===== src/verilog/sgs_defs.svh =====
`ifndef SGS_DEFS_SVH
`define SGS_DEFS_SVH
// register byte offsets
`define SGS_OFF_CTRL     8'h00
`define SGS_OFF_TMO      8'h04
`define SGS_OFF_ALT      8'h08
`define SGS_OFF_STATUS   8'h0C
`define SGS_OFF_IRQ_STAT 8'h10
`define SGS_OFF_IRQ_MASK 8'h14
// control field positions
`define SGS_CTRL_TOP_LSB 0
`define SGS_CTRL_TOP_MSB 2
`define SGS_CTRL_STEPACK 3
`define SGS_CTRL_WORDACK 4
`define SGS_CTRL_PWRSYNC 5
// reset values
`define SGS_CTRL_RST     6'h07
`define SGS_TMO_RST      16'h03E8
// interrupt status bits
`define SGS_IRQ_POS      0
`define SGS_IRQ_ALM_LSB  1
`define SGS_IRQ_GRP      5
// timing: system clock, prescaled tick, alarm duration
`define SGS_CLK_NS       100
`define SGS_TICK_US      1000
`define SGS_TICK_CYC     (`SGS_TICK_US * 1000 / `SGS_CLK_NS)
`define SGS_ALARM_S      3
`define SGS_ALARM_TICKS  (`SGS_ALARM_S * 1000000 / `SGS_TICK_US)
// answer codes
`define SGS_RESP_OKAY    2'h0
`define SGS_RESP_SLVERR  2'h2
`endif


===== src/verilog/sgs_pkg.sv =====
`default_nettype none
package sgs_pkg;
  // who owns the current pre-selection
  typedef enum logic [1:0] {SEQ_BOOT, SEQ_IDLE, SEQ_STEP, SEQ_WORD} sgs_seq_t;

  // sampled control inputs, one bundle
  typedef struct packed {
    logic       blk;
    logic [4:0] req;
    logic       step;
    logic       sack;
    logic [2:0] word;
    logic       wack;
  } sgs_in_t;

  // whole state of the selector
  typedef struct packed {
    sgs_in_t          s1, s2, pv;
    logic [15:0]      presc;
    logic             tick;
    logic [2:0]       grp;
    sgs_seq_t         seq;
    logic [1:0]       boot;
    logic [2:0]       pos, pre;
    logic [15:0]      tmr;
    logic [3:0]       alm;
    logic [3:0][15:0] acnt;
    logic             nvw;
    logic [5:0]       ctrl;
    logic [15:0]      tmo, alt;
    logic [5:0]       ist, imsk;
    logic             irq;
    logic             awr, wr, bv, arr, rv, aw_h, w_h;
    logic [1:0]       bresp, rresp;
    logic [31:0]      rdata, wd;
    logic [7:0]       awa;
    logic [3:0]       ws;
  } sgs_state_t;
endpackage : sgs_pkg
`default_nettype wire


===== src/verilog/sgs_selector.sv =====
// The placing of the registers and register access over AXI4-Lite are this design's own decisions.
`timescale 1ns/10ps
`default_nettype none
`include "sgs_defs.svh"

// Contract
// RL1 - group change block asserted freezes the active group.
// RL2 - up to six groups; highest-numbered requested group becomes active.
// RL3 - group 1 has no request; it is active when no other is.
// RL4 - each advance pulse moves the pre-selection up one step.
// RL5 - advancing from the top position wraps to position 1.
// RL6 - the three-bit word pre-selects the position it encodes.
// RL7 - pre-selection kept apart; applied after time-out or confirmation per mode.
// RL8 - word acted on only between 1 and top; otherwise no change.
// RL9 - out-of-range word raises the range alarm for 3 seconds.
// RL10 - applied position goes to non-volatile storage.
// RL11 - power-up restores stored position or syncs to the word, by option.
// RL12 - one time-out; time-out mode applies after that much input inactivity.
// RL13 - word 000 is rest, no action; 001 to 111 mean positions 1-7.
// RL14 - advance and word inputs lock each other out during a sequence.
// RL15 - acknowledge mode applies on the confirmation rising edge.
// RL16 - no confirmation within time-out discards change, alarm for 3 seconds.
// RL17 - rising edges found against the previous-cycle registered sample.
// RL18 - time-out and alarms count prescaled ticks, terminal counts from configuration.
module sgs_selector
  import sgs_pkg::*;
#(
  parameter int TICK_CYC = `SGS_TICK_CYC
)(
  input  wire logic        aclk,
  input  wire logic        aresetn,
  input  wire logic [7:0]  s_axi_awaddr,
  input  wire logic        s_axi_awvalid,
  output logic             s_axi_awready,
  input  wire logic [31:0] s_axi_wdata,
  input  wire logic [3:0]  s_axi_wstrb,
  input  wire logic        s_axi_wvalid,
  output logic             s_axi_wready,
  output logic [1:0]       s_axi_bresp,
  output logic             s_axi_bvalid,
  input  wire logic        s_axi_bready,
  input  wire logic [7:0]  s_axi_araddr,
  input  wire logic        s_axi_arvalid,
  output logic             s_axi_arready,
  output logic [31:0]      s_axi_rdata,
  output logic [1:0]       s_axi_rresp,
  output logic             s_axi_rvalid,
  input  wire logic        s_axi_rready,
  input  wire logic        group_change_block,
  input  wire logic [4:0]  group_act_req,
  input  wire logic        step_in,
  input  wire logic        step_ack,
  input  wire logic [2:0]  position_word,
  input  wire logic        word_ack,
  input  wire logic [2:0]  nvm_pos_in,
  output logic [2:0]       nvm_pos,
  output logic             nvm_wr,
  output logic [2:0]       active_group,
  output logic [2:0]       sel_position,
  output logic             range_alarm,
  output logic             step_alarm,
  output logic             word_alarm,
  output logic             pwr_alarm,
  output logic             irq
);

  sgs_state_t q, n;
  logic       st_r, ak_r, wk_r, wchg;
  logic [2:0] top;

  // byte-lane merge of a write into a register image
  function automatic logic [31:0] wmerge(input logic [31:0] old, input logic [31:0] nw, input logic [3:0] strb);
    logic [31:0] r;
    r = old;
    for (int b = 0; b < 4; b++)
      if (strb[b]) r[b*8 +: 8] = nw[b*8 +: 8];
    return r;
  endfunction : wmerge

  ////////////////////////////////////////////////////////////////////////
  // edges against last cycle's synchronised sample
  assign st_r = q.s2.step & ~q.pv.step;  // RL17
  assign ak_r = q.s2.sack & ~q.pv.sack;  // RL17
  assign wk_r = q.s2.wack & ~q.pv.wack;  // RL17
  assign wchg = q.s2.word != q.pv.word;
  assign top  = q.ctrl[`SGS_CTRL_TOP_MSB:`SGS_CTRL_TOP_LSB];

  ////////////////////////////////////////////////////////////////////////
  // next-state logic
  always_comb
  begin
    logic [5:0] ev;
    logic [2:0] w;
    logic [2:0] base;
    logic       mode;
    logic       ackr;
    logic       clr;
    ev   = '0;
    w    = '0;
    base = '0;
    mode = 1'b0;
    ackr = 1'b0;
    clr  = 1'b0;
    n    = q;
    // pins pass two flops; the first stage feeds only the second
    n.s1  = {group_change_block, group_act_req, step_in, step_ack, position_word, word_ack};
    n.s2  = q.s1;
    n.pv  = q.s2;
    n.nvw = 1'b0;
    // prescaler makes the one-cycle timing tick
    n.tick = 1'b0;
    if (q.presc >= 16'(TICK_CYC - 1))
    begin
      n.presc = '0;
      n.tick  = 1'b1;  // RL18
    end
    else
      n.presc = q.presc + 16'h0001;
    // group arbitration; later loop passes win, so highest number rules
    if (!q.s2.blk)  // RL1
    begin
      n.grp = 3'h1;  // RL3
      for (int i = 0; i < 5; i++)
        if (q.s2.req[i]) n.grp = 3'(i + 2);  // RL2
    end
    // alarm timers run down on ticks
    for (int i = 0; i < 4; i++)
      if (q.tick && q.acnt[i] != 16'h0000)
      begin
        n.acnt[i] = q.acnt[i] - 16'h0001;
        if (q.acnt[i] == 16'h0001) n.alm[i] = 1'b0;  // RL18
      end
    // selector sequencing
    case (q.seq)
      SEQ_BOOT:
      begin
        // wait until the synchroniser holds a real sample
        if (q.boot == 2'h2)
        begin
          w     = q.ctrl[`SGS_CTRL_PWRSYNC] ? q.s2.word : nvm_pos_in;  // RL11
          n.seq = SEQ_IDLE;
          if (w != 3'h0 && w <= top)
            n.pos = w;
          else
          begin
            n.pos     = 3'h0;
            n.alm[3]  = 1'b1;
            n.acnt[3] = q.alt;
            ev[4]     = 1'b1;
          end
          n.pre = n.pos;
        end
        else
          n.boot = q.boot + 2'h1;
      end
      SEQ_IDLE, SEQ_STEP, SEQ_WORD:
      begin
        if (st_r && q.seq != SEQ_WORD)  // RL14
        begin
          base  = (q.seq == SEQ_STEP) ? q.pre : q.pos;
          n.pre = (base >= top) ? 3'h1 : base + 3'h1;  // RL4 RL5
          n.tmr = q.tmo;  // RL12
          n.seq = SEQ_STEP;
        end
        else if (wchg && q.seq != SEQ_STEP && q.s2.word != 3'h0)  // RL13 RL14
        begin
          if (q.s2.word <= top)  // RL8
          begin
            n.pre = q.s2.word;  // RL6
            n.tmr = q.tmo;
            n.seq = SEQ_WORD;
          end
          else
          begin
            n.alm[0]  = 1'b1;  // RL9
            n.acnt[0] = q.alt;
            ev[1]     = 1'b1;
          end
        end
        else if (q.seq != SEQ_IDLE)
        begin
          mode = (q.seq == SEQ_STEP) ? q.ctrl[`SGS_CTRL_STEPACK] : q.ctrl[`SGS_CTRL_WORDACK];
          ackr = (q.seq == SEQ_STEP) ? ak_r : wk_r;
          if (mode && ackr)
          begin
            n.pos = q.pre;  // RL15 RL7
            n.nvw = 1'b1;   // RL10
            n.seq = SEQ_IDLE;
            ev[0] = 1'b1;
          end
          else if (q.tick && q.tmr <= 16'h0001)
          begin
            n.seq = SEQ_IDLE;
            if (mode)
            begin
              // confirmation missed: drop the change
              n.pre = q.pos;  // RL16
              if (q.seq == SEQ_STEP)
              begin
                n.alm[1]  = 1'b1;
                n.acnt[1] = q.alt;
                ev[2]     = 1'b1;
              end
              else
              begin
                n.alm[2]  = 1'b1;
                n.acnt[2] = q.alt;
                ev[3]     = 1'b1;
              end
            end
            else
            begin
              n.pos = q.pre;  // RL12 RL7
              n.nvw = 1'b1;   // RL10
              ev[0] = 1'b1;
            end
          end
          else if (q.tick)
            n.tmr = q.tmr - 16'h0001;
        end
      end
      default: n.seq = SEQ_BOOT;
    endcase
    ev[`SGS_IRQ_GRP] = n.grp != q.grp;
    // bus write: address and data may come in either order
    if (q.awr && s_axi_awvalid)
    begin
      n.aw_h = 1'b1;
      n.awa  = s_axi_awaddr;
    end
    if (q.wr && s_axi_wvalid)
    begin
      n.w_h = 1'b1;
      n.wd  = s_axi_wdata;
      n.ws  = s_axi_wstrb;
    end
    if (q.aw_h && q.w_h && !q.bv)
    begin
      n.aw_h  = 1'b0;
      n.w_h   = 1'b0;
      n.bv    = 1'b1;
      n.bresp = `SGS_RESP_OKAY;
      case (q.awa)
        `SGS_OFF_CTRL:     n.ctrl = 6'(wmerge(32'(q.ctrl), q.wd, q.ws));
        `SGS_OFF_TMO:      n.tmo  = 16'(wmerge(32'(q.tmo), q.wd, q.ws));
        `SGS_OFF_ALT:      n.alt  = 16'(wmerge(32'(q.alt), q.wd, q.ws));
        `SGS_OFF_IRQ_MASK: n.imsk = 6'(wmerge(32'(q.imsk), q.wd, q.ws));
        `SGS_OFF_STATUS, `SGS_OFF_IRQ_STAT: n.bresp = `SGS_RESP_OKAY;
        default:           n.bresp = `SGS_RESP_SLVERR;
      endcase
    end
    if (q.bv && s_axi_bready) n.bv = 1'b0;
    // one write in flight; hold both channels while the answer waits
    n.awr = !n.aw_h && !n.bv;
    n.wr  = !n.w_h && !n.bv;
    // bus read
    if (q.arr && s_axi_arvalid)
    begin
      n.arr   = 1'b0;
      n.rv    = 1'b1;
      n.rresp = `SGS_RESP_OKAY;
      case (s_axi_araddr)
        `SGS_OFF_CTRL:     n.rdata = 32'(q.ctrl);
        `SGS_OFF_TMO:      n.rdata = 32'(q.tmo);
        `SGS_OFF_ALT:      n.rdata = 32'(q.alt);
        `SGS_OFF_STATUS:   n.rdata = 32'({q.alm, q.seq == SEQ_STEP || q.seq == SEQ_WORD, q.grp, q.pre, q.pos});
        `SGS_OFF_IRQ_STAT:
        begin
          n.rdata = 32'(q.ist);
          clr     = 1'b1;
        end
        `SGS_OFF_IRQ_MASK: n.rdata = 32'(q.imsk);
        default:
        begin
          n.rdata = 32'h0000_0000;
          n.rresp = `SGS_RESP_SLVERR;
        end
      endcase
    end
    if (q.rv && s_axi_rready)
    begin
      n.rv  = 1'b0;
      n.arr = 1'b1;
    end
    // sticky status: an event in the clearing cycle survives
    n.ist = (clr ? 6'h00 : q.ist) | ev;
    n.irq = |(n.ist & n.imsk);
  end

  ////////////////////////////////////////////////////////////////////////
  // state register, synchronous reset
  always_ff @(posedge aclk)
  begin
    if (!aresetn)
    begin
      q      <= '0;
      q.seq  <= SEQ_BOOT;
      q.grp  <= 3'h1;
      q.ctrl <= `SGS_CTRL_RST;
      q.tmo  <= `SGS_TMO_RST;
      q.alt  <= 16'(`SGS_ALARM_TICKS);
      q.awr  <= 1'b1;
      q.wr   <= 1'b1;
      q.arr  <= 1'b1;
    end
    else
      q <= n;
  end

  // every output straight from the state register
  assign s_axi_awready = q.awr;
  assign s_axi_wready  = q.wr;
  assign s_axi_bvalid  = q.bv;
  assign s_axi_bresp   = q.bresp;
  assign s_axi_arready = q.arr;
  assign s_axi_rvalid  = q.rv;
  assign s_axi_rdata   = q.rdata;
  assign s_axi_rresp   = q.rresp;
  assign nvm_pos       = q.pos;
  assign nvm_wr        = q.nvw;
  assign active_group  = q.grp;
  assign sel_position  = q.pos;
  assign range_alarm   = q.alm[0];
  assign step_alarm    = q.alm[1];
  assign word_alarm    = q.alm[2];
  assign pwr_alarm     = q.alm[3];
  assign irq           = q.irq;
endmodule : sgs_selector
`default_nettype wire


===== config.mk =====
export PLATFORM = sky130hd
export DESIGN_NAME = sgs_selector
export DESIGN_NICKNAME = d
export VERILOG_FILES = /design/src/verilog/sgs_pkg.sv /design/src/verilog/sgs_selector.sv
export VERILOG_INCLUDE_DIRS = /design/src /design/src/verilog
export SDC_FILE = /design/constraint.sdc
export NUM_CORES = 1
export LEC_CHECK = 0
export BUFFER_PORTS_ARGS = -buffer_cell sky130_fd_sc_hd__clkbuf_2
export CORE_MARGIN = 1
export CORE_UTILIZATION = 45
export CTS_BUF_LIST = sky130_fd_sc_hd__clkbuf_4 sky130_fd_sc_hd__clkbuf_8 sky130_fd_sc_hd__clkbuf_16
export CTS_CLUSTER_SIZE = 28
export DETAILED_ROUTE_END_ITERATION = 8
export PLACE_DENSITY = 0.67
export SYNTH_ARGS = -nofsm -noshare
export SYNTH_HDL_FRONTEND = slang
export SYNTH_SLANG_ARGS = --single-unit

===== constraint.sdc =====
create_clock -name aclk -period 3.5 [get_ports aclk]
set_input_delay 0 -clock aclk [delete_from_list [all_inputs] [get_ports aclk]]
set_output_delay 0 -clock aclk [all_outputs]
set_load 0.02 [all_outputs]

# --- Word level (Yosys, flattened, before mapping) ---
# Cells that the tools add are included.
totals:
  input_bits: 74
  elab_cells: 271
  reg_bits: 265
classes:
  muxes: 108
  reduce_logical: 52
  magnitude_cmp: 5
  n_bitwise: 11
  eq_ne: 36
  addsub: 8
ops:
  columns: ["op", "n"]
  rows:
  - ["16-bit 2-to-1 mux", 13]
  - ["32-bit 2-to-1 mux", 5]
  - ["49-bit 2-to-1 mux", 2]
  - ["16-bit one-hot mux with 6 select lines", 1]
  - ["16-bit by 1-bit subtractor with 16-bit output (second input constant)", 5]
  - ["19-bit 2-to-1 mux", 4]
  - ["16-bit by 1-bit equality test with 1-bit output (second input constant)", 4]
  - ["16-bit nonzero test", 4]
  - ["3-bit 2-to-1 mux", 15]
  - ["2-bit 2-to-1 mux", 20]
  - ["1-bit 2-to-1 mux", 36]
  - ["6-bit 2-to-1 mux", 6]
  - ["8-bit by 4-bit equality test with 1-bit output (second input constant)", 4]
  - ["8-bit by 5-bit equality test with 1-bit output (second input constant)", 4]
  - ["22-bit 2-to-1 mux", 1]
  - ["1-bit logical AND", 19]
  - ["6-bit OR reduction", 3]
  - ["16-bit by 1-bit adder with 16-bit output (second input constant)", 1]
  - ["8-bit by 3-bit equality test with 1-bit output (second input constant)", 2]
  - ["16-bit by 14-bit greater-or-equal comparator with 1-bit output (second input constant)", 1]
  - ["16-bit by 1-bit less-or-equal comparator with 1-bit output (second input constant)", 1]
  - ["8-bit logical NOT", 2]
  - ["4-bit inequality test (second input constant)", 4]
  - ["3-bit AND reduction", 5]
  - ["29 further kinds", 58]

# --- Logic depth before layout (Yosys ltp) ---
# Gate-level depths: netlist of the first run.
logic_depth:
  ltp_word: 12
  mapped_depth: 11
  ltp_nobuf: 9

# --- Least setup slack after synthesis of the first run ---
# Ideal clock, no wire load.
synth_path:
  kind: "register to register"
  from: "reg q[5] (netlist bit)"
  to: "reg q (netlist bit irq)"
  path_stages_with_launch: 7
  t_required_ns: 3.375
  setup_time_ns: 0.125
  path_buffers: 0
  period_less_slack_ns: 2.459
  t_arrival_ns: 2.334
  slack_ns: 1.041
  cell_sequence: "dfxtp_1 or4_1 nor4_4 mux2_2 o21ai_0 o221ai_1 o41a_1"
synth_via:
  elab_chain_cells: 5
synth_rtl:
  columns: ["element", "line", "source"]
  rows:
  - ["start: declaration", "sgs_selector.sv:67", "sgs_state_t q, n;"]
  - ["start signal: assignment", "sgs_selector.sv:307", "q <= n;"]
  - ["8-bit by 5-bit equality test with 1-bit output", "sgs_selector.sv:243", "case (q.awa)"]
  - ["6-bit 2-to-1 mux", "sgs_selector.sv:243", null]
  - ["6-bit 2-to-1 mux", "sgs_selector.sv:237", "if (q.aw_h && q.w_h && !q.bv)"]
  - ["6-bit bitwise AND", "sgs_selector.sv:287", "n.irq = |(n.ist & n.imsk);"]
  - ["6-bit OR reduction", "sgs_selector.sv:287", null]
# Every way passes these cells.
# A chain may end at the register's enable or synchronous reset.

# --- Worst setup path after layout of the first run ---
layout_path:
  from: "reg q (netlist bit n[254])"
  to: "reg q[175] (netlist bit)"
layout_via:
  elab_chain_cells: 6
  word_cells_on_any_way: 7
  cone_classes: "eq/ne (1); mux (3); reduce/logical (3)"
layout_rtl:
  columns: ["element", "line", "source"]
  rows:
  - ["3-bit inequality test", "sgs_selector.sv:85", "assign wchg = q.s2.word != q.pv.word;"]
  - ["1-bit logical AND", "sgs_selector.sv:165", "else if (wchg && q.seq != SEQ_STEP && q.s2.word != 3'h0)"]
  - ["1-bit logical AND *", "sgs_selector.sv:165", null]
  - ["32-bit 2-to-1 mux *", "sgs_selector.sv:165", null]
  - ["49-bit 2-to-1 mux *", "sgs_selector.sv:158", "if (st_r && q.seq != SEQ_WORD)"]
  - ["49-bit 2-to-1 mux *", "sgs_selector.sv:134", "case (q.seq)"]
# Every way passes the cells marked *; elsewhere a longest branch is shown, timed or not.

==> results of run 1 <==
-- placed cells by master (no fill, tap or decap), drive strengths merged, types with 8 or more instances in the layout --
master	synthesis	layout
a21oi	89	89
a22oi	10	10
o311ai	9	9
buf	60	24
mux2	14	14
clkbuf	58	130
or3	16	16
mux2i	75	75
a31oi	12	12
dlygate4sd3	0	58
o21ai	52	52
xor2	42	42
nand4b	9	9
nor4	20	20
nand2	118	118
a2bb2oi	9	9
nor2	155	155
xnor2	28	28
ha	26	26
and2	35	35
nand2b	9	9
or4	21	21
nor3	38	38
nand3	22	22
o31ai	12	12
a211oi	37	37
and3	10	10
conb	1	20
nand4	8	8
dfxtp	247	247
inv	29	31
-- cell families (layout without fill, tap and decap cells) --
group                    count (synthesis)  after routing
AO/OA/AOI/OAI                          290            290
XOR/XNOR                                70             70
adder cells (fa/ha/maj)                 26             26
buffers and inverters                  148            252
flip-flops                             247            247
multiplexers                            95             95
other                                    1             20
AND/OR/NAND/NOR                        489            489
-- repair_timing --
item | CTS | global route
hold endpoints to repair | 62 | 0
gates resized for setup | 0 | 0
hold buffers | 58 | 0
setup buffers | 0 | 0
setup endpoints to repair | 0 | 0
-- metal layers --
layer | GRT usage (%) | part of all wire [%] | up-vias
li1 | - | - | 5032
met4 | 6.75 | 2.6 | 0
met2 | 38.6 | 46 | 332
met5 | 0 | 0 | -
met1 | 32.1 | 46 | 4876
met3 | 2.86 | 5.5 | 54
-- layout make-up --
class / instances / area, um^2 / area share (%)
multi-input combinational: 990 / 6470 / 45.7
sequential: 247 / 4940 / 34.9
timing repair buffer: 174 / 1220 / 8.60
clock buffer: 38 / 796 / 5.62
tap: 335 / 419 / 2.96
clock inverter: 10 / 206 / 1.46
inverter: 30 / 115 / 0.812
-- sequential cells by signal (all words and copies together) (netlist names), 3 cells and up --
| signal | flops |
|---|---|
| q | 188 |
| active_group | 3 |
| n | 24 |
| s_axi_rdata | 16 |
| nvm_pos | 3 |
-- through the flow --
stage               hold slack (ps)  cell area (um^2)  std cells  util [%]  power (uW)
floorplan                       127             12200       1385         -        6470
global placement                205             12600       1718      48.0        7140
detailed placement              210             12600       1718      48.0        7210
CTS                            7.99             14200       1824      54.1       10500
global route                   40.4             14200       1824      54.1       11100
finish                         3.36             14200       1824      54.1       10500
-- worst max path at each step --
| stage | depth (start not counted) | endpoint | slack [ps] | startpoint |
|---|---|---|---|---|
| after floorplan | 6 | irq | 1040 | q[5] |
| after global placement | 5 | q[175] | 800 | n[255] |
| after detailed placement | 5 | q[175] | 730 | n[255] |
| after CTS | 5 | q[175] | 690 | n[255] |
| after global routing | 5 | q[105] | 520 | q[5] |
| final | 5 | q[175] | 700 | n[254] |
-- power groups by stage --
stage | clock network [uW] | logic, uW | registers (uW)
floorplan | 0 | 2850 | 3620
global placement | 0 | 3430 | 3710
detailed placement | 0 | 3480 | 3730
CTS | 3210 | 3570 | 3680
global route | 3330 | 4060 | 3750
finish | 3170 | 3600 | 3690
-- worst max-delay path, delay by kind of cell (launching register included) --
kind               cells  cell delay (ps)
AOI/OAI and AO/OA      1              710
DFF                    1              370
muxes                  1              270
and+or+nand+nor        3             1280
==> tab_implementation.tex, run 1 <==
\begin{tabular}{lr}
\hline
Metric & Value \\
\hline
\multicolumn{2}{l}{\textbf{Cells and area}} \\
\quad Layout cells sized above 1 & between 10 and 15\% \\
\quad Number of inserted diodes & 0 \\
\quad Filler instances & 2384 \\
\quad Area delta synth->final & 17.2\% \\
\quad Final nets & 1570 \\
\multicolumn{2}{l}{\textbf{Yosys}} \\
\quad Cell types with the highest counts after synthesis & 247 x sky130\_fd\_sc\_hd\_\_dfxtp\_1, 155 x sky130\_fd\_sc\_hd\_\_nor2\_1, 117 x sky130\_fd\_sc\_hd\_\_nand2\_1, 89 x sky130\_fd\_sc\_hd\_\_a21oi\_1, 75 x sky130\_fd\_sc\_hd\_\_mux2i\_1 \\
\quad Most numerous cell in the Yosys netlist & sky130\_fd\_sc\_hd\_\_dfxtp\_1 \\
\quad Main combinational cell family by area after synthesis & simple AND/OR/NAND/NOR gates \\
\quad Number of synthesized register bits & 247 \\
\quad Proportion of synthesized flip-flops having asynchronous set or reset & 0\% \\
\quad Mean area per synthesized cell & between 8 and 9 um\^{}2 \\
\quad Number of enable-type register cells in the synthesized netlist & 0 \\
\quad Post-synth design cell area & 12100 um\^{}2 \\
\quad Cell count after synthesis & around 1400 \\
\quad Cell type contributing the most total cell area after synthesis & sky130\_fd\_sc\_hd\_\_dfxtp\_1 \\
\quad Area contributors post-synth & sky130\_fd\_sc\_hd\_\_dfxtp\_1 41\%, sky130\_fd\_sc\_hd\_\_mux2i\_1 6.2\%, sky130\_fd\_sc\_hd\_\_nor2\_1 4.8\%, sky130\_fd\_sc\_hd\_\_a21oi\_1 3.7\%, sky130\_fd\_sc\_hd\_\_nand2\_1 3.6\% \\
\quad Count of different cell masters after synthesis & 77 \\
\quad Xor-xnor portion of the synthesized cell area & 5.07\% \\
\quad Yosys warns & 0 \\
\quad Share of the synthesized area in the top cell type & 40.9\% \\
\quad Compound-cell area share of the yosys netlist & 16.3\% \\
\quad Adder and majority cell fraction of the synthesized area & 2.69\% \\
\quad Proportion of synthesized area in mux cells & 8.63\% \\
\quad Register area share after synthesis & 40.9\% \\
\quad Synth Area in Simple Gates & 20.2\% \\
\quad Dominant synthesized flop cell & sky130\_fd\_sc\_hd\_\_dfxtp\_1 \\
\multicolumn{2}{l}{\textbf{Timing}} \\
\quad Max frequency & 358 MHz \\
\quad Accumulated negative setup slack & 0 ps \\
\quad Max-slew violations & 0 \\
\quad Clock tree skew after final layout & 16.1 ps \\
\quad Share of the clock period used by the worst path after layout & 79.9\% \\
\quad Min Tclk post-route & 2800 ps \\
\quad Unrepaired setup endpoints after global routing & false \\
\quad Rel. slew slack & between 20\% and 30\% \\
\quad Hold violation count in the final report & 0 \\
\quad Finish-stage setup viols & 0 \\
\quad Worst slew pin tran & 1140 ps \\
\quad Setup slack after layout & 704 ps \\
\multicolumn{2}{l}{\textbf{Outcome}} \\
\quad Outcome & complete, but fails checks \\
\quad Violated checks & design-rule violations \\
\multicolumn{2}{l}{\textbf{Clock tree}} \\
\quad Root Driver & sky130\_fd\_sc\_hd\_\_clkbuf\_16 \\
\quad Total number of H-tree levels & 1 \\
\quad Worst-skew pair later-pin latency & 540 ps \\
\quad Number of clock sinks seen by CTS & 247 \\
\quad Post-CTS clock slew at the launch and capture registers of the worst setup and hold paths & 60 ps \\
\quad Number of buffers created by CTS & 27 \\
\quad TritonCTS clock tree & done \\
\quad Maximum root-to-sink buffer count & 3 \\
\multicolumn{2}{l}{\textbf{Global routing}} \\
\quad Antenna violations before repair & 0 \\
\quad Total congestion overflow after global routing & 0 \\
\quad Wire length of the first global-routing pass & 52400 um \\
\quad Pin count of the biggest net entering global routing & 106 \\
\quad Via count of the first global-routing pass & between 9000 and 10000 \\
\quad Global-route usage over all layers & between 20\% and 30\% \\
\multicolumn{2}{l}{\textbf{Placement}} \\
\quad Placement-stage worst setup slack & 727 ps \\
\quad Detailed placement HPWL & 21900 um \\
\quad Final Wtd Congestion & about 0.91 \\
\quad Count of input and output buffers & a little over 90 \\
\multicolumn{2}{l}{\textbf{Critical path}} \\
\quad Cell repeated most along the worst path & sky130\_fd\_sc\_hd\_\_nor2\_1 \\
\quad Setup slack of the most critical reg-to-reg path & just over 700 ps \\
\quad Slowest library cell on the worst path & sky130\_fd\_sc\_hd\_\_or4\_1 \\
\quad Critical path required time & roughly 3900 ps \\
\quad Worst R2R End & q[175] \\
\quad Worst Reg-to-Reg Cells & 5 \\
\quad Delay of the slowest cell on the worst path & 960 ps \\
\quad Crit-path max FO & 11 \\
\quad Critical path class & flop to flop \\
\quad CP endpoint kind & flop \\
\quad Cells traversed along the worst timing path & o31ai\_1 -> nor2\_1 -> or4\_1 -> mux2i\_1 -> nor2\_1 \\
\quad Worst flop-to-flop path startpoint & n[254] \\
\quad Critical path startpoint category & flop \\
\quad Arr. time, crit path & 3190 ps \\
\multicolumn{2}{l}{\textbf{Route}} \\
\quad Count of nets left with antenna violations after detail routing & 0 \\
\quad Vias after detailed routing & 10300 \\
\quad Iteration-0 DRC count of the detailed router & 726 \\
\quad Detailed Routing Iterations Pass 1 & 7 \\
\quad Mean number of vias per cell & 5.64 \\
\quad Aggregate routed wire length & 32500 um \\
\quad Average wire length per cell after detail routing & 17.8 um \\
\quad Drt drc & 8 \\
\multicolumn{2}{l}{\textbf{Floorplan}} \\
\quad Die outline height & 166 um \\
\quad Full die area & 27500 um\^{}2 \\
\quad Initial standard-cell utilization of the core & between 40\% and 50\% \\
\quad Number of ports placed on the die boundary & 130 \\
\quad Die width & about 170 um \\
\quad Rows & $\sim$60 \\
\quad Core ar. & 26200 um\^{}2 \\
\multicolumn{2}{l}{\textbf{Hold path}} \\
\quad Hold Path Depth & 5 \\
\quad Launch point of the worst hold path & s\_axi\_araddr[4] \\
\quad Path category of the worst min-delay check & input port to flop \\
\quad Hold Path Sink & s\_axi\_rdata[15] \\
\multicolumn{2}{l}{\textbf{Power and ir drop}} \\
\quad Proportion of total power due to net switching & 34.8\% \\
\quad Leakage power & 0.00603 uW \\
\quad Fraction of power consumed by the clock network & 30.3\% \\
\quad Total power per unit cell area & 738 nW/um\^{}2 \\
\quad Net switching power & 3640 uW \\
\quad Worst vdd ir & 441 uV \\
\quad Sequential cell fraction of total power & 35.3\% \\
\quad Combinational cell fraction of total power & 34.5\% \\
\quad Cell Int Power & 6820 uW \\
\multicolumn{2}{l}{\textbf{Flow run}} \\
\quad \# Max-Cap Violations & 0 \\
\hline
\end{tabular}
No activity file was read; power rests on OpenSTA's default activity.
==> run 2: changes to the inputs <==
--- a/config.mk
+++ b/config.mk
@@ -12,7 +12,7 @@
 export CTS_BUF_LIST = sky130_fd_sc_hd__clkbuf_4 sky130_fd_sc_hd__clkbuf_8 sky130_fd_sc_hd__clkbuf_16
 export CTS_CLUSTER_SIZE = 28
 export DETAILED_ROUTE_END_ITERATION = 8
-export PLACE_DENSITY = 0.67
+export PLACE_DENSITY = 0.69
 export SYNTH_ARGS = -nofsm -noshare
 export SYNTH_HDL_FRONTEND = slang
 export SYNTH_SLANG_ARGS = --single-unit
==> constraint.sdc (replaced) <==
create_clock -name aclk -period 2.4 [get_ports aclk]
set_input_delay 0 -clock aclk [delete_from_list [all_inputs] [get_ports aclk]]
set_output_delay 0 -clock aclk [all_outputs]
set_load 0.02 [all_outputs]
==> tab_implementation.tex, run 2 (synthesized netlist as in run 1, its figures left out) <==
\begin{tabular}{lr}
\hline
Metric & Value \\
\hline
\multicolumn{2}{l}{\textbf{Clock tree}} \\
\quad Total number of H-tree levels & 1 \\
\quad Post-CTS clock slew at the launch and capture registers of the worst setup and hold paths & 60 ps \\
\quad Number of buffers created by CTS & 27 \\
\quad Worst-skew pair later-pin latency & 550 ps \\
\quad Number of clock sinks seen by CTS & 247 \\
\quad Maximum root-to-sink buffer count & 3 \\
\quad TritonCTS clock tree & done \\
\quad Root Driver & sky130\_fd\_sc\_hd\_\_clkbuf\_16 \\
\multicolumn{2}{l}{\textbf{Critical path}} \\
\quad Worst R2R End & q[139] \\
\quad CP Launch Point & q[133] \\
\quad Capture point of the worst path & q[139] \\
\quad Critical path class & flop to flop \\
\quad Crit-path max FO & 33 \\
\quad Worst Reg-to-Reg Cells & 9 \\
\quad Setup slack of the most critical reg-to-reg path & 100 ps \\
\quad Arr. time, crit path & about 2700 ps \\
\quad Critical path startpoint category & flop \\
\quad CP endpoint kind & flop \\
\quad Worst flop-to-flop path startpoint & q[133] \\
\quad Critical path required time & 2820 ps \\
\multicolumn{2}{l}{\textbf{Outcome}} \\
\quad Violated checks & design-rule violations \\
\quad Outcome & complete, but fails checks \\
\multicolumn{2}{l}{\textbf{Route}} \\
\quad Count of nets left with antenna violations after detail routing & 0 \\
\quad Vias after detailed routing & $\sim$11000 \\
\quad Detailed Routing Iterations Pass 1 & 9 \\
\quad Iteration-0 DRC count of the detailed router & 845 \\
\quad Mean number of vias per cell & between 5 and 6 \\
\quad Drt drc & 11 \\
\quad Average wire length per cell after detail routing & 17.6 um \\
\quad Aggregate routed wire length & 33100 um \\
\multicolumn{2}{l}{\textbf{Hold path}} \\
\quad Path category of the worst min-delay check & input port to flop \\
\multicolumn{2}{l}{\textbf{Cells and area}} \\
\quad Most used cells in the layout excluding fill and tap cells & 245 x sky130\_fd\_sc\_hd\_\_dfxtp\_1, 155 x sky130\_fd\_sc\_hd\_\_nor2\_1, 116 x sky130\_fd\_sc\_hd\_\_nand2\_1, 92 x sky130\_fd\_sc\_hd\_\_clkbuf\_2, 88 x sky130\_fd\_sc\_hd\_\_a21oi\_1 \\
\quad Flip-flop count of the largest register, all copies and words added & 188 \\
\quad Layout cells sized above 1 & between 10\% and 20\% \\
\quad Area delta synth->final & 22.2\% \\
\quad Number of inserted diodes & 0 \\
\quad Final nets & approximately 1600 \\
\quad Top reg by flops & q \\
\quad Leading cell type in the layout, fill and taps excluded & sky130\_fd\_sc\_hd\_\_dfxtp\_1 \\
\quad Filler instances & 2321 \\
\quad Final cell area excluding filler cells & 14800 um\^{}2 \\
\multicolumn{2}{l}{\textbf{Timing}} \\
\quad Rel. slew slack & between 40\% and 50\% \\
\quad Hold violation count in the final report & 0 \\
\quad Clock tree skew after final layout & 11.3 ps \\
\quad Max-slew violations & 0 \\
\quad Max frequency & $\sim$440 MHz \\
\quad Worst slew pin tran & about 830 ps \\
\quad Fin Hold WS & 45.0 ps \\
\quad Finish-stage setup viols & 0 \\
\quad Min Tclk post-route & around 2300 ps \\
\quad Share of the clock period used by the worst path after layout & between 90\% and 100\% \\
\quad Unrepaired setup endpoints after global routing & true \\
\multicolumn{2}{l}{\textbf{Floorplan}} \\
\quad Core ar. & 26200 um\^{}2 \\
\quad Rows & 59 \\
\quad Die outline height & 166 um \\
\quad Initial standard-cell utilization of the core & a little under half \\
\quad Die width & approximately 170 um \\
\quad Number of ports placed on the die boundary & 130 \\
\quad Full die area & around 28000 um\^{}2 \\
\multicolumn{2}{l}{\textbf{Placement}} \\
\quad Detailed placement HPWL & roughly 23000 um \\
\quad Final Wtd Congestion & 0.948 \\
\quad Placed Area & 13100 um\^{}2 \\
\quad Count of input and output buffers & 93 \\
\multicolumn{2}{l}{\textbf{Global routing}} \\
\quad Pin count of the biggest net entering global routing & roughly 110 \\
\quad Total congestion overflow after global routing & 0 \\
\quad Wire length of the first global-routing pass & 52700 um \\
\quad Global-route usage over all layers & 23.6\% \\
\quad Antenna violations before repair & 0 \\
\quad Via count of the first global-routing pass & approximately 10000 \\
\multicolumn{2}{l}{\textbf{Power and ir drop}} \\
\quad Cell Int Power & 10300 uW \\
\quad Combinational cell fraction of total power & 37.2\% \\
\quad Fraction of power consumed by the clock network & between 20\% and 30\% \\
\quad Total power per unit cell area & 1070 nW/um\^{}2 \\
\quad Overall power consumption & roughly 16000 uW \\
\quad Worst vdd ir & 552 uV \\
\quad Net switching power & between 5000 and 6000 uW \\
\quad Proportion of total power due to net switching & 35.1\% \\
\quad Sequential cell fraction of total power & around 34\% \\
\quad Leakage power & 0.00635 uW \\
\multicolumn{2}{l}{\textbf{Flow run}} \\
\quad \# Max-Cap Violations & 0 \\
\hline
\end{tabular}
run 2: cell count changes in the layout (fill, tap and decap cells not counted), moves of 2 or more:
cell	delta
sky130_fd_sc_hd__buf_4	+47
sky130_fd_sc_hd__buf_12	+6
sky130_fd_sc_hd__dlygate4sd3_1	+3
sky130_fd_sc_hd__o311ai_0	-3
sky130_fd_sc_hd__o311ai_1	+3
sky130_fd_sc_hd__or4_1	-3
sky130_fd_sc_hd__or4_4	+3
sky130_fd_sc_hd__clkbuf_4	+2
sky130_fd_sc_hd__clkinv_2	+2
sky130_fd_sc_hd__dfxtp_1	-2
sky130_fd_sc_hd__dfxtp_2	+2
run 2: how the worst min path moves through the flow:
| stage | start | endpoint | cells past startpoint |
|---|---|---|---|
| 2_1_floorplan | word_ack | n[265] | 1 |
| 3_3_place_gp | group_act_req[3] | n[274] | 2 |
| 3_5_place_dp | step_in | n[270] | 2 |
| 4_1_cts | s_axi_araddr[2] | q[99] | 5 |
| 5_1_grt | s_axi_araddr[2] | q[99] | 5 |
| 6_report | s_axi_araddr[2] | q[99] | 5 |
run 2: area by class of cell:
type | count | area, um^2 | share of cell area [%]
multi-input combinational | 990 | 6570 | 44.5
clock buffer | 39 | 797 | 5.39
inverter | 30 | 115 | 0.779
clock inverter | 11 | 199 | 1.35
timing repair buffer | 231 | 1730 | 11.7
tap | 335 | 419 | 2.84
sequential | 247 | 4950 | 33.5
run 2: power by group through the flow:
stage,Combinational [uW],Clock [uW],Sequential (uW)
final,5880,4600,5350
after global routing,6530,4820,5430
after CTS,5710,4640,5320
after detailed placement,5560,0,5390
after global placement,5460,0,5370
after floorplan,4150,0,5280
run 2: through the flow:
step	utilization (%)	TNS, ps	setup slack [ps]	cells
2_1_floorplan	-	0	2.84	1385
3_3_place_gp	49.9	0	20.4	1772
3_5_place_dp	49.9	-191	-129	1772
4_1_cts	56.0	0	9.78	1883
5_1_grt	56.4	-50.6	-50.6	1883
6_report	56.4	0	101	1883
run 2: timing repair:
action,CTS,global route
gates resized for setup,3,24
hold buffers,61,0
endpoints found under the setup margin,4,52
buffers inserted,0,0
endpoints found under the hold margin,75,0
run 2: routing by layer:
| layer | wire, um | GRT usage [%] | vias up | share of wire (%) |
|---|---|---|---|---|
| met1 | 14700 | 32.1 | 5045 | 44 |
| li1 | - | - | 5158 | - |
| met3 | 2320 | 3.69 | 63 | 7.0 |
| met4 | 940 | 8.13 | 0 | 2.8 |
| met2 | 15100 | 38.0 | 377 | 46 |
| met5 | 0 | 0 | - | 0 |
run 2: worst max-delay path, cell delays in order, from the launching register on:
cell and delay, ps:
sky130_fd_sc_hd__dfxtp_1 380, sky130_fd_sc_hd__inv_1 100, sky130_fd_sc_hd__ha_1 320, sky130_fd_sc_hd__nor2b_1 140, sky130_fd_sc_hd__o21ai_0 100, sky130_fd_sc_hd__a32oi_2 300, sky130_fd_sc_hd__nand3_1 220, sky130_fd_sc_hd__buf_4 290
sky130_fd_sc_hd__o21ai_0 240, sky130_fd_sc_hd__a21oi_1 80
==> run 3: changes to the inputs <==
--- a/config.mk
+++ b/config.mk
@@ -7,6 +7,7 @@
 export NUM_CORES = 1
 export LEC_CHECK = 0
 export BUFFER_PORTS_ARGS = -buffer_cell sky130_fd_sc_hd__clkbuf_2
+export CORE_ASPECT_RATIO = 0.8
 export CORE_MARGIN = 1
 export CORE_UTILIZATION = 45
 export CTS_BUF_LIST = sky130_fd_sc_hd__clkbuf_4 sky130_fd_sc_hd__clkbuf_8 sky130_fd_sc_hd__clkbuf_16
==> tab_implementation.tex, run 3 (synthesized netlist as in run 1, its figures left out) <==
\begin{tabular}{lr}
\hline
Metric & Value \\
\hline
\multicolumn{2}{l}{\textbf{Cells and area}} \\
\quad Filler instances & 2311 \\
\quad Non-filler instance count after layout & slightly below 2000 \\
\quad Final cell area excluding filler cells & about 15000 um\^{}2 \\
\quad Layout cells sized above 1 & 19.3\% \\
\quad Most used cells in the layout excluding fill and tap cells & 247 x sky130\_fd\_sc\_hd\_\_dfxtp\_1, 155 x sky130\_fd\_sc\_hd\_\_nor2\_1, 117 x sky130\_fd\_sc\_hd\_\_nand2\_1, 92 x sky130\_fd\_sc\_hd\_\_clkbuf\_2, 89 x sky130\_fd\_sc\_hd\_\_a21oi\_1 \\
\quad Flip-flop count of the largest register, all copies and words added & 188 \\
\quad Final nets & 1647 \\
\quad Area delta synth->final & 23.0\% \\
\quad Top reg by flops & q \\
\quad Multi-input logic area & 6560 um\^{}2 \\
\quad Number of inserted diodes & 0 \\
\quad Register cell area after layout & between 4000 and 5000 um\^{}2 \\
\quad Leading cell type in the layout, fill and taps excluded & sky130\_fd\_sc\_hd\_\_dfxtp\_1 \\
\multicolumn{2}{l}{\textbf{Placement}} \\
\quad Inst Count DP & 1805 \\
\quad Count of input and output buffers & 93 \\
\quad Detailed placement HPWL & 23200 um \\
\quad Placed Area & 13200 um\^{}2 \\
\quad Final Wtd Congestion & 0.950 \\
\multicolumn{2}{l}{\textbf{Timing}} \\
\quad Max frequency & 431 MHz \\
\quad Accumulated negative setup slack & 0 ps \\
\quad Max-slew violations & 0 \\
\quad Share of the clock period used by the worst path after layout & 96.7\% \\
\quad Unrepaired setup endpoints after global routing & true \\
\quad Worst slew pin tran & 728 ps \\
\quad Min Tclk post-route & 2320 ps \\
\quad Rel. slew slack & between 50 and 60\% \\
\quad Hold violation count in the final report & 0 \\
\quad Clock tree skew after final layout & 19.5 ps \\
\quad Finish-stage setup viols & 0 \\
\multicolumn{2}{l}{\textbf{Clock tree}} \\
\quad Root Driver & sky130\_fd\_sc\_hd\_\_clkbuf\_16 \\
\quad Worst-skew pair later-pin latency & about 540 ps \\
\quad Total number of H-tree levels & 1 \\
\quad TritonCTS clock tree & done \\
\quad Number of clock sinks seen by CTS & 247 \\
\quad Post-CTS clock slew at the launch and capture registers of the worst setup and hold paths & 60 ps \\
\quad Maximum root-to-sink buffer count & 3 \\
\quad Number of buffers created by CTS & 26 \\
\quad Setup fix buffers added after clock tree synthesis & 0 \\
\multicolumn{2}{l}{\textbf{Power and ir drop}} \\
\quad Cell Int Power & 10000 uW \\
\quad Fraction of power consumed by the clock network & 27.2\% \\
\quad Worst vdd ir & 681 uV \\
\quad Total power per unit cell area & 1040 nW/um\^{}2 \\
\quad Sequential cell fraction of total power & 34.5\% \\
\quad Combinational cell fraction of total power & a little under two fifths \\
\quad Leakage power & 0.00641 uW \\
\quad Net switching power & $\sim$5500 uW \\
\quad Proportion of total power due to net switching & 35.6\% \\
\multicolumn{2}{l}{\textbf{Route}} \\
\quad Top layer in use & met4 \\
\quad Drt drc & 0 \\
\quad Routed wl met3 & between 2000 and 3000 um \\
\quad Detailed Routing Iterations Pass 1 & 5 \\
\quad Iteration-0 DRC count of the detailed router & approximately 980 \\
\quad Count of nets left with antenna violations after detail routing & 0 \\
\quad Aggregate routed wire length & 34400 um \\
\quad Vias after detailed routing & around 11000 \\
\quad Total routed wire length on the met1 layer & around 17000 um \\
\quad Met2 WL post-DR & around 15000 um \\
\quad Average wire length per cell after detail routing & roughly 18 um \\
\quad Mean number of vias per cell & 5.55 \\
\multicolumn{2}{l}{\textbf{Global routing}} \\
\quad Via count of the first global-routing pass & 9843 \\
\quad Total congestion overflow after global routing & 0 \\
\quad Global-route usage over all layers & 24.9\% \\
\quad Antenna violations before repair & 0 \\
\quad Pin count of the biggest net entering global routing & approximately 110 \\
\quad Wire length of the first global-routing pass & 53600 um \\
\multicolumn{2}{l}{\textbf{Floorplan}} \\
\quad Die outline height & about 150 um \\
\quad Initial standard-cell utilization of the core & 45.9\% \\
\quad Die width & 185 um \\
\quad Number of ports placed on the die boundary & 130 \\
\quad Core ar. & 26300 um\^{}2 \\
\quad Full die area & 27500 um\^{}2 \\
\quad Rows & 53 \\
\multicolumn{2}{l}{\textbf{Critical path}} \\
\quad Delay of the slowest cell on the worst path & 440 ps \\
\quad Critical path class & flop to flop \\
\quad Critical path required time & 2810 ps \\
\quad CP endpoint kind & flop \\
\quad Arr. time, crit path & 2730 ps \\
\quad Slowest library cell on the worst path & sky130\_fd\_sc\_hd\_\_dfxtp\_1 \\
\quad Crit-path max FO & 15 \\
\quad Critical path startpoint category & flop \\
\quad Cells traversed along the worst timing path & xor2\_1 -> or3\_1 -> a21oi\_1 -> buf\_4 -> o22ai\_2 -> and4\_1 -> o41a\_1 \\
\multicolumn{2}{l}{\textbf{Hold path}} \\
\quad Path category of the worst min-delay check & input port to flop \\
\multicolumn{2}{l}{\textbf{Outcome}} \\
\quad Outcome & finished, final reports clean \\
\multicolumn{2}{l}{\textbf{Flow run}} \\
\quad \# Max-Cap Violations & 0 \\
\hline
\end{tabular}
==> run 3: final timing paths <==
check	from	end	slack (ps)	cells after the start
max	n[255]	q[207]	80	7
max reg2reg	n[255]	q[207]	80	7
min	s_axi_araddr[6]	s_axi_rdata[14]	50	7
min reg2reg	n[270]	n[258]	430	1
==> run 3: through the flow <==
stage                     worst slack, ps  hold slack [ps]  power, uW  utilization [%]
after floorplan                      2.84              127       9440                -
after global placement               94.5              206      10900             50.1
after detailed placement             49.2              209      11000             50.1
after CTS                            33.3             28.8      15300             56.2
after global routing                -10.9             83.9      16400             56.5
final                                78.3             46.6      15500             56.5
==> run 3: final cells by class <==
| type | count | area share, % |
|---|---|---|
| tap | 357 | 3.00 |
| clock buffer | 37 | 5.22 |
| inverter | 30 | 0.774 |
| multi-input combinational | 990 | 44.1 |
| sequential | 247 | 33.2 |
| clock inverter | 8 | 0.849 |
| timing repair buffer | 252 | 12.9 |
==> run 3: worst max-delay path: cells and delay by family (launching register included) <==
kind	cells	cell delay, ps
AND/OR/NAND/NOR	2	610
flip-flops	1	440
XOR/XNOR	1	130
AO/OA/AOI/OAI	3	730
buffers and inverters	1	270
==> run 3: what timing repair did <==
item	CTS	global route
endpoints found under the setup margin	0	50
hold buffers	71	0
endpoints found under the hold margin	70	0
resized for setup	0	21
==> run 3: metal layers <==
layer	global-route usage (%)	up-vias
li1	-	5214
met1	36.5	5000
met2	37.4	403
met3	5.66	53
met4	4.34	0
met5	0	-
==> run 3: power by group through the flow <==
stage / combinational [uW] / sequential (uW) / clock (uW)
floorplan: 4150 / 5280 / 0
global placement: 5520 / 5390 / 0
detailed placement: 5590 / 5410 / 0
CTS: 5740 / 5330 / 4270
global route: 6540 / 5430 / 4450
finish: 5930 / 5360 / 4220
